$ cat src/lcm_pkg.sv
// constants for the level control and mixer routing block
package lcm_pkg;
   // register indices; byte address is four times the index
   localparam logic [5:0] IDX_LEFT_GAIN  = 6'h00;
   localparam logic [5:0] IDX_RIGHT_GAIN = 6'h01;
   localparam logic [5:0] IDX_MODE       = 6'h02;
   localparam logic [5:0] IDX_ALC_CTL1   = 6'h03;
   localparam logic [5:0] IDX_ALC_CTL2   = 6'h04;
   localparam logic [5:0] IDX_STATUS     = 6'h09;
   ////////////////////////////////////////////////////////////////////////////////
   // reset values
   localparam logic [7:0] LEFT_GAIN_RST  = 8'h22;
   localparam logic [7:0] RIGHT_GAIN_RST = 8'h22;
   localparam logic [7:0] MODE_RST       = 8'h0C;
   localparam logic [7:0] ALC_CTL1_RST   = 8'h2B;
   localparam logic [7:0] ALC_CTL2_RST   = 8'h4B;
   ////////////////////////////////////////////////////////////////////////////////
   // field positions
   localparam int COPY_BIT     = 7;
   localparam int MUTE_BIT     = 6;
   localparam int GAIN_W       = 6;
   localparam int L2R_BIT      = 0;
   localparam int R2L_BIT      = 1;
   localparam int EDGE_LSB     = 4;
   localparam int ATIME_LSB    = 0;
   localparam int RTIME_LSB    = 3;
   localparam int LEVEL_CONTROL_ON_BIT   = 7;
   localparam int COMP_LSB     = 5;
   localparam int VFIX_BIT     = 4;
   localparam int LVL_LSB      = 0;
   localparam logic [5:0] GAIN_MAX_CODE = 6'h2E;
   localparam logic [5:0] GAIN_MIN_CODE = 6'h00;
   localparam logic [7:0] KNEE_STEPS    = 8'h08;
   ////////////////////////////////////////////////////////////////////////////////
   // timing
   localparam int CLK_PERIOD_NS   = 8;
   localparam int ATTACK_STEP_NS  = 32000;
   localparam int RELEASE_STEP_NS = 4000000;
   localparam int HOLD_NS         = 90000000;
   localparam int ATTACK_STEP_CYC  = (ATTACK_STEP_NS + CLK_PERIOD_NS - 1) / CLK_PERIOD_NS;
   localparam int RELEASE_STEP_CYC = (RELEASE_STEP_NS + CLK_PERIOD_NS - 1) / CLK_PERIOD_NS;
   localparam int HOLD_CYC         = (HOLD_NS + CLK_PERIOD_NS - 1) / CLK_PERIOD_NS;
endpackage : lcm_pkg

$ cat src/lcm_step_timer.sv
// programmable step timer: period is base cycles shifted by a setting
`timescale 1ns/10ps
module lcm_step_timer #(
   parameter int BASE_CYC = 4000,
   parameter int CNT_W    = 27
) (
   input  wire logic       clk_sys_i,
   input  wire logic       sys_rst_i,
   input  wire logic       run_i,
   input  wire logic [2:0] shift_i,
   output logic            tick_o
);
   typedef struct packed {
      logic [CNT_W-1:0] cnt;
      logic             tick;
   } lcm_tmr_t;

   lcm_tmr_t s_q;
   lcm_tmr_t s_d;
   logic [CNT_W-1:0] last_c;

   assign last_c = (CNT_W'(BASE_CYC) << shift_i) - CNT_W'(1);

   always_comb begin
      s_d      = s_q;
      s_d.tick = 1'b0;
      if (!run_i) begin
         s_d.cnt = '0;
      end else if (s_q.cnt >= last_c) begin
         s_d.cnt  = '0;
         s_d.tick = 1'b1;
      end else begin
         s_d.cnt = s_q.cnt + CNT_W'(1);
      end
   end

   always_ff @(posedge clk_sys_i or posedge sys_rst_i) begin
      if (sys_rst_i) begin
         s_q <= '0;
      end else begin
         s_q <= s_d;
      end
   end

   assign tick_o = s_q.tick;
endmodule // lcm_step_timer

$ cat src/lcm_level_mixer.sv
// level control gain engine, mixer routing and apb register file
// Summary of operation
// - with compression set off the level control acts as a pure limiter above threshold.
// - the level-control gain moves by single half-decibel steps only.
// - the interval between attack steps scales with the attack time setting.
// - mode bit 0 routes the left input to both outputs, bit 1 the right input.
// - while level control is on its gain comes from the left channel gain setting.
// - gain code zero is 1 dB and each code adds 0.5 dB up to 24 dB at code 46.
// - codes above the top linear code saturate at the maximum gain.
// - under level control the gain fields of writes are ignored and the left gain drives both channels.
// - a left gain write with bit 7 set loads the gain into both channel registers.
// - in the compression region output rises by one third of the input rise.
//
// The implementer's own choices: the APB register port and the placing of the registers.
`timescale 1ns/10ps
module lcm_level_mixer #(
   parameter int ATTACK_CYC  = lcm_pkg::ATTACK_STEP_CYC,
   parameter int RELEASE_CYC = lcm_pkg::RELEASE_STEP_CYC,
   parameter int HOLD_CYCLES = lcm_pkg::HOLD_CYC,
   parameter int HOLD_W      = 27,
   parameter int TMR_W       = 27
) (
   input  wire logic        clk_sys_i,
   input  wire logic        sys_rst_i,
   input  wire logic        psel_i,
   input  wire logic        penable_i,
   input  wire logic        pwrite_i,
   input  wire logic [7:0]  paddr_i,
   input  wire logic [31:0] pwdata_i,
   input  wire logic [3:0]  pstrb_i,
   output logic [31:0]      prdata_o,
   output logic             pready_o,
   output logic             pslverr_o,
   input  wire logic [6:0]  level_excess_i,
   output logic [5:0]       gain_left_o,
   output logic [5:0]       gain_right_o,
   output logic             mute_left_o,
   output logic             mute_right_o,
   output logic [1:0]       out_left_src_o,
   output logic [1:0]       out_right_src_o,
   output logic [3:0]       threshold_sel_o,
   output logic             fixed_power_o,
   output logic [1:0]       edge_rate_o,
   output logic             alc_active_o,
   output logic             alc_compressing_o,
   output logic             alc_limiting_o
);
   typedef struct packed {
      logic [7:0]        left_reg;
      logic [7:0]        right_reg;
      logic [7:0]        mode_reg;
      logic [7:0]        ctl1_reg;
      logic [7:0]        ctl2_reg;
      logic [5:0]        alc_gain;
      logic [HOLD_W-1:0] hold_cnt;
      logic [31:0]       prdata;
      logic [5:0]        gain_l;
      logic [5:0]        gain_r;
      logic              compressing;
      logic              limiting;
   } lcm_state_t;

   lcm_state_t s_q;
   lcm_state_t s_d;

   ////////////////////////////////////////////////////////////////////////////////
   // helpers
   function automatic logic [5:0] lcm_sat(input logic [5:0] code);
      lcm_sat = (code > lcm_pkg::GAIN_MAX_CODE) ? lcm_pkg::GAIN_MAX_CODE : code;
   endfunction

   function automatic logic [8:0] lcm_reduction(input logic [6:0] excess,
                                                input logic [1:0] comp);
      logic [8:0] knee;
      logic [8:0] ex;
      knee = 9'({comp, 8'h00} >> 8) * 9'(lcm_pkg::KNEE_STEPS);
      ex   = {2'b00, excess};
      if (comp == 2'b00) begin
         lcm_reduction = ex;
      end else if (ex <= knee) begin
         lcm_reduction = 9'((ex * 9'h002) / 9'h003);
      end else begin
         lcm_reduction = 9'((knee * 9'h002) / 9'h003) + (ex - knee);
      end
   endfunction

   ////////////////////////////////////////////////////////////////////////////////
   // decode and derived values
   logic       level_control_on_c;
   logic [1:0] comp_c;
   logic [5:0] preset_c;
   logic [8:0] red_c;
   logic [5:0] target_c;
   logic [5:0] idx_c;
   logic       mapped_c;
   logic       wr_c;
   logic       attack_run_c;
   logic       release_run_c;
   logic       attack_tick;
   logic       release_tick;
   logic [8:0] knee_c;

   assign level_control_on_c = s_q.ctl2_reg[lcm_pkg::LEVEL_CONTROL_ON_BIT];
   assign comp_c   = s_q.ctl2_reg[lcm_pkg::COMP_LSB +: 2];
   assign preset_c = lcm_sat(s_q.left_reg[5:0]);
   assign red_c    = lcm_reduction(level_excess_i, comp_c);
   assign target_c = (red_c >= {3'b000, preset_c}) ? lcm_pkg::GAIN_MIN_CODE
                                                    : 6'(9'(preset_c) - red_c);
   assign knee_c   = 9'(comp_c) * 9'(lcm_pkg::KNEE_STEPS);
   assign idx_c    = paddr_i[7:2];
   assign mapped_c = (paddr_i[1:0] == 2'b00) &&
                     ((idx_c <= lcm_pkg::IDX_ALC_CTL2) || (idx_c == lcm_pkg::IDX_STATUS));
   assign wr_c     = psel_i && penable_i && pwrite_i && mapped_c && pstrb_i[0];

   assign attack_run_c  = level_control_on_c && (s_q.alc_gain > target_c);
   assign release_run_c = level_control_on_c && (s_q.alc_gain < target_c) && (s_q.hold_cnt == '0);

   lcm_step_timer #(
      .BASE_CYC (ATTACK_CYC),
      .CNT_W    (TMR_W)
   ) u_attack_tmr (
      .clk_sys_i (clk_sys_i),
      .sys_rst_i (sys_rst_i),
      .run_i     (attack_run_c),
      .shift_i   (s_q.ctl1_reg[lcm_pkg::ATIME_LSB +: 3]),
      .tick_o    (attack_tick)
   );

   lcm_step_timer #(
      .BASE_CYC (RELEASE_CYC),
      .CNT_W    (TMR_W)
   ) u_release_tmr (
      .clk_sys_i (clk_sys_i),
      .sys_rst_i (sys_rst_i),
      .run_i     (release_run_c),
      .shift_i   (s_q.ctl1_reg[lcm_pkg::RTIME_LSB +: 3]),
      .tick_o    (release_tick)
   );

   ////////////////////////////////////////////////////////////////////////////////
   // next state
   always_comb begin
      s_d = s_q;
      // register writes
      if (wr_c) begin
         case (idx_c)
            lcm_pkg::IDX_LEFT_GAIN: begin
               s_d.left_reg[lcm_pkg::MUTE_BIT] = pwdata_i[lcm_pkg::MUTE_BIT];
               if (!level_control_on_c) begin
                  s_d.left_reg[5:0] = pwdata_i[5:0];
               end
               if (pwdata_i[lcm_pkg::COPY_BIT]) begin
                  s_d.right_reg[5:0] = s_d.left_reg[5:0];
               end
            end
            lcm_pkg::IDX_RIGHT_GAIN: begin
               s_d.right_reg[lcm_pkg::MUTE_BIT] = pwdata_i[lcm_pkg::MUTE_BIT];
               if (!level_control_on_c) begin
                  s_d.right_reg[5:0] = pwdata_i[5:0];
               end
               if (pwdata_i[lcm_pkg::COPY_BIT] && !level_control_on_c) begin
                  s_d.left_reg[5:0] = s_d.right_reg[5:0];
               end
            end
            lcm_pkg::IDX_MODE:     s_d.mode_reg = {2'b00, pwdata_i[5:0]};
            lcm_pkg::IDX_ALC_CTL1: s_d.ctl1_reg = {2'b00, pwdata_i[5:0]};
            lcm_pkg::IDX_ALC_CTL2: s_d.ctl2_reg = pwdata_i[7:0];
            default: ;
         endcase
      end
      // read data captured in the setup phase
      if (psel_i && !penable_i) begin
         s_d.prdata = 32'h0000_0000;
         if (mapped_c && !pwrite_i) begin
            case (idx_c)
               lcm_pkg::IDX_LEFT_GAIN:  s_d.prdata[6:0] = s_q.left_reg[6:0];
               lcm_pkg::IDX_RIGHT_GAIN: s_d.prdata[6:0] = s_q.right_reg[6:0];
               lcm_pkg::IDX_MODE:       s_d.prdata[7:0] = s_q.mode_reg;
               lcm_pkg::IDX_ALC_CTL1:   s_d.prdata[7:0] = s_q.ctl1_reg;
               lcm_pkg::IDX_ALC_CTL2:   s_d.prdata[7:0] = s_q.ctl2_reg;
               lcm_pkg::IDX_STATUS:     s_d.prdata[7:0] = {s_q.limiting, s_q.compressing,
                                                           s_q.alc_gain};
               default:                 s_d.prdata = 32'h0000_0000;
            endcase
         end
      end
      // level-control gain counter
      if (!level_control_on_c) begin
         s_d.alc_gain = preset_c;
         s_d.hold_cnt = '0;
      end else if (s_q.alc_gain > preset_c) begin
         s_d.alc_gain = preset_c;
      end else if (s_q.alc_gain > target_c) begin
         s_d.hold_cnt = HOLD_W'(HOLD_CYCLES);
         if (attack_tick) begin
            s_d.alc_gain = s_q.alc_gain - 6'h01;
         end
      end else if (s_q.alc_gain < target_c) begin
         if (s_q.hold_cnt != '0) begin
            s_d.hold_cnt = s_q.hold_cnt - HOLD_W'(1);
         end else if (release_tick) begin
            s_d.alc_gain = s_q.alc_gain + 6'h01;
         end
      end
      s_d.gain_l      = level_control_on_c ? s_q.alc_gain : lcm_sat(s_q.left_reg[5:0]);
      s_d.gain_r      = level_control_on_c ? s_q.alc_gain : lcm_sat(s_q.right_reg[5:0]);
      s_d.compressing = level_control_on_c && (level_excess_i != 7'h00) && (comp_c != 2'b00) &&
                        ({2'b00, level_excess_i} <= knee_c);
      s_d.limiting    = level_control_on_c && (level_excess_i != 7'h00) && !s_d.compressing;
   end

   always_ff @(posedge clk_sys_i or posedge sys_rst_i) begin
      if (sys_rst_i) begin
         s_q           <= '0;
         s_q.left_reg  <= lcm_pkg::LEFT_GAIN_RST;
         s_q.right_reg <= lcm_pkg::RIGHT_GAIN_RST;
         s_q.mode_reg  <= lcm_pkg::MODE_RST;
         s_q.ctl1_reg  <= lcm_pkg::ALC_CTL1_RST;
         s_q.ctl2_reg  <= lcm_pkg::ALC_CTL2_RST;
         s_q.alc_gain  <= lcm_pkg::LEFT_GAIN_RST[5:0];
         s_q.gain_l    <= lcm_pkg::LEFT_GAIN_RST[5:0];
         s_q.gain_r    <= lcm_pkg::RIGHT_GAIN_RST[5:0];
      end else begin
         s_q <= s_d;
      end
   end

   ////////////////////////////////////////////////////////////////////////////////
   // outputs; routing bits: [0] left input, [1] right input, both set sums
   logic l2r_c;
   logic r2l_c;
   assign l2r_c = s_q.mode_reg[lcm_pkg::L2R_BIT];
   assign r2l_c = s_q.mode_reg[lcm_pkg::R2L_BIT];

   assign out_left_src_o    = {r2l_c, l2r_c | ~r2l_c};
   assign out_right_src_o   = {r2l_c | ~l2r_c, l2r_c};
   assign prdata_o          = s_q.prdata;
   assign pready_o          = 1'b1;
   assign pslverr_o         = psel_i && penable_i && !mapped_c;
   assign gain_left_o       = s_q.gain_l;
   assign gain_right_o      = s_q.gain_r;
   assign mute_left_o       = s_q.left_reg[lcm_pkg::MUTE_BIT];
   assign mute_right_o      = s_q.right_reg[lcm_pkg::MUTE_BIT];
   assign threshold_sel_o   = s_q.ctl2_reg[lcm_pkg::LVL_LSB +: 4];
   assign fixed_power_o     = s_q.ctl2_reg[lcm_pkg::VFIX_BIT];
   assign edge_rate_o       = s_q.mode_reg[lcm_pkg::EDGE_LSB +: 2];
   assign alc_active_o      = level_control_on_c;
   assign alc_compressing_o = s_q.compressing;
   assign alc_limiting_o    = s_q.limiting;
endmodule // lcm_level_mixer

$ cat config.mk
export PLATFORM = sky130hd
export DESIGN_NAME = lcm_level_mixer
export DESIGN_NICKNAME = d
export VERILOG_FILES = /design/src/lcm_pkg.sv /design/src/lcm_step_timer.sv /design/src/lcm_level_mixer.sv
export SDC_FILE = /design/constraint.sdc
export NUM_CORES = 1
export LEC_CHECK = 0
export ABC_AREA = 1
export BUFFER_PORTS_ARGS = -buffer_cell sky130_fd_sc_hd__buf_2
export CAP_MARGIN = 25
export CORE_MARGIN = 2
export CORE_UTILIZATION = 52
export DETAILED_ROUTE_END_ITERATION = 6
export PLACE_DENSITY = 0.72
export SYNTH_ARGS = -nofsm -noshare
export SYNTH_HDL_FRONTEND = slang
export SYNTH_HIERARCHICAL = 1
export SYNTH_SLANG_ARGS = --single-unit
$ cat constraint.sdc
create_clock -name clk_sys_i -period 6.4 [get_ports clk_sys_i]
set_clock_uncertainty 0.15 [all_clocks]
set_input_delay 0 -clock clk_sys_i [delete_from_list [all_inputs] [get_ports clk_sys_i]]
set_output_delay 0 -clock clk_sys_i [all_outputs]
set_load 0.05 [all_outputs]
==> results.json <==
{
  "num_io_pins": 118,
  "use_met1_pct": 36.21,
  "num_vias": 11070,
  "fin_crit_sh_pct": 98.38,
  "slew_violations": 0,
  "die_w_um": 153.8,
  "clk_latency_ps": 430,
  "rsz0062_at_grt": "true",
  "clk_pin_slew_worst_paths_ps": 60,
  "synth_top_area_share_pct": 26.82,
  "yosysMostFrequentCell": "nand2_1",
  "dieArea_mm2": 0.02364,
  "grt_pass1_wl_mm": 48.87,
  "hp-start": "pstrb_i[0]",
  "cts_tree": "built",
  "dpl.hpwl_mm": 22.85,
  "slew_headroom_pct": 31.89,
  "hold_path_class": "in -> reg",
  "worst_setup_path_start_kind": "input pin",
  "placed_cells": 2032,
  "netlist_area_mm2": 0.01166,
  "clockPowerShare_pct": 43.3,
  "synth_seq_cells": 145,
  "wl_per_cell_um": 14.49,
  "drtPass1Iterations": 5,
  "grt_usage_pct": 25.18,
  "path_common_cell": "nand2_4",
  "sequentialPowerShare_pct": 37.4,
  "htree_levels": 4,
  "met3_usage_pct": 3.551,
  "p_leak_nw": 6.883,
  "crit_type": "in -> reg",
  "arrival_ps": 6500,
  "hold_violations": 0,
  "die-height_um": 153.8,
  "antenna_found_initial": 0,
  "p_per_area_mw_per_mm2": 180.1,
  "slowest_delay_ps": 290,
  "syn_to_final_growth_pct": 17.42,
  "wl_mm": 30.34,
  "cts_buffers": 17,
  "vdd.ir_drop.worst_mv": 0.1378,
  "cp_slowest_cell": "nor4_4",
  "critPathRequiredTime_ps": 6610,
  "synth-edff-count": 0,
  "power_mw": 2.466,
  "grt_max_degree": 51,
  "grt_pass1_vias": 10170,
  "place.gp.congestion": 0.9019,
  "worstPathMaxFanout": 5,
  "maxCapViolCount": 0,
  "synth_cell_types": 61,
  "top_usage_layer": "met2",
  "fin_tns_setup_ps": 0,
  "yosys-top-cells-area": "dfrtp_1 27%, nand2_1 12%, ha_1 8.8%",
  "p_int_mw": 1.773,
  "cp-startpoint": "level_excess_i[0]",
  "r2r_slack_ps": 210,
  "met2_usage_pct": 40.15,
  "viasPerCell": 5.289,
  "layout.cells.non_filler": 2093,
  "synthCells": 1677,
  "switchingPower_uw": 693.3,
  "drc": 0,
  "cts.sinks": 145,
  "synth_top_cell_by_area": "dfrtp_1",
  "yosysWarnings": 6,
  "grt_overflow_total": 0,
  "ys_top_cells_by_count": "386 x nand2_1, 234 x nor2_1, 223 x inv_1",
  "regToRegStartpoint": "comp_c[1]$_DFFE_PP1P_",
  "clockBufferDepth": 2,
  "rows": 54,
  "drt_iter0_markers": 735,
  "timing.fmax_mhz": 158.8,
  "ys.flop_type": "dfrtp_1",
  "setup_viol": 0,
  "run_status": "finished, final reports clean",
  "drive_gt1_share_pct": 19.03,
  "antenna_cells": 0,
  "synth_seq_area_share_pct": 31.33,
  "worstMarginPinSlew_ps": 995.9,
  "async_flop_share_pct": 100.0,
  "root_buffer": "clkbuf_16",
  "avgSynthCellArea_um2": 6.954,
  "fin_crit_ps": 6297,
  "coreArea_mm2": 0.02189,
  "start_util_pct": 53.28,
  "portBuffers": 65,
  "final_nets": 1943,
  "cp-end-kind": "register",
  "p_comb_share_pct": 19.2,
  "switching_share_pct": 28.12,
  "ant_nets": 0
}
==> what timing repair did <==
| item | CTS | global route |
|---|---|---|
| hold endpoints to repair | 139 | 0 |
| setup endpoints to repair | 0 | 56 |
| buffers inserted | 0 | 13 |
| resized for setup | 0 | 110 |
| hold buffers | 17 | 0 |
==> cells in the final DEF, fill, tap and decap left out, drive strengths merged, types with 10 or more instances in the layout <==
master       netlist  layout
nand3            101     101
clkbuf            13      19
o22ai             10      10
dfrtp            125     125
nand4             22      22
nand2            404     404
ha                82      82
inv              229     231
nor2             270     270
dfstp             20      20
nor3              23      23
dlygate4sd3        0      17
conb               4      33
xor2              23      23
or2               10      10
xnor2             12      12
a21oi             66      66
buf               63     136
o21ai            133     133
==> logic make-up after synthesis <==
family                   Yosys count  share of synthesized area, %
AND/OR/NAND/NOR                  843                         31.90
adder cells (fa/ha/maj)           86                         9.484
buffers and inverters            308                         12.16
other                              4                        0.1287
XOR/XNOR                          35                         2.628
AO/OA/AOI/OAI                    256                         12.38
flip-flops                       145                         31.33
==> flip-flops by register name, summed over array words and instances (netlist names) <==
register              count
alc_compressing_o         1
gain_right_o              6
u_attack_tmr/tick_o       1
s_q                      53
alc_limiting_o            1
threshold_sel_o           4
u_attack_tmr/s_q         27
fixed_power_o             1
alc_active_o              1
u_release_tmr/tick_o      1
mute_right_o              1
mute_left_o               1
gain_left_o               6
edge_rate_o               2
prdata_o                  8
out_right_src_o           1
comp_c                    2
u_release_tmr/s_q        27
out_left_src_o            1
==> cell type report <==
cell class | instances | area [µm²]
clock inverters | 12 | 180.2
well taps | 280 | 350.3
flip-flops and latches | 145 | 3654
repair buffers | 153 | 1099
multi-input cells | 1253 | 7091
clock buffers | 19 | 442.9
inverters | 231 | 878.3
fillers | 1956 | 8197
==> through the flow <==
stage | setup slack [ps] | hold WS [ps] | instance area, µm² | utilization, %
4_1_cts | 95.83 | 29.57 | 13190 | 60.24
2_1_floorplan | 7.174 | -84.59 | 11800 | -
3_3_place_gp | 14.52 | 7.296 | 12360 | 56.47
3_5_place_dp | -313.4 | -9.607 | 12390 | 56.62
6_report | 103.4 | 29.90 | 13690 | 62.56
5_1_grt | -446.7 | 95.74 | 13690 | 62.56
==> power by group through the flow <==
| stage | sequential, mW | combinational (mW) | clock (mW) |
|---|---|---|---|
| detailed placement | 0.939 | 0.389 | 0 |
| finish | 0.922 | 0.475 | 1.07 |
| global placement | 0.939 | 0.378 | 0 |
| floorplan | 0.938 | 0.271 | 0 |
| global route | 0.922 | 0.522 | 1.12 |
| CTS | 0.922 | 0.396 | 1.08 |
==> worst max-delay path: cells and delay by family <==
kind	cells	cell delay, ps
AO/OA/AOI/OAI	7	900
AND/OR/NAND/NOR	40	4150
buffers and inverters	10	800
adder cells (fa/ha/maj)	2	500
XOR/XNOR	1	160
==> per-layer routing <==
layer	share of wire, %	wire [µm]
met1	46	14080
met2	46	13970
met3	6.0	1821
met4	1.5	467
met5	0	0
==> worst paths after layout <==
| check | end | depth (start not counted) |
|---|---|---|
| setup reg to reg | s_q[72]$_DFFE_PP0P_ | 41 |
| setup / recovery | s_q[72]$_DFFE_PP0P_ | 60 |
| hold / removal | mute_left_o$_DFFE_PP0P_ | 7 |
| hold reg to reg | s_q[71]$_DFFE_PP0P_ | 1 |
| max in group asynchronous | s_q[111]$_DFFE_PP0P_ | 4 |
| min in group asynchronous | u_release_tmr/s_q[3]$_DFF_PP0_ | 3 |
No activity file was read; power rests on OpenSTA's default activity.
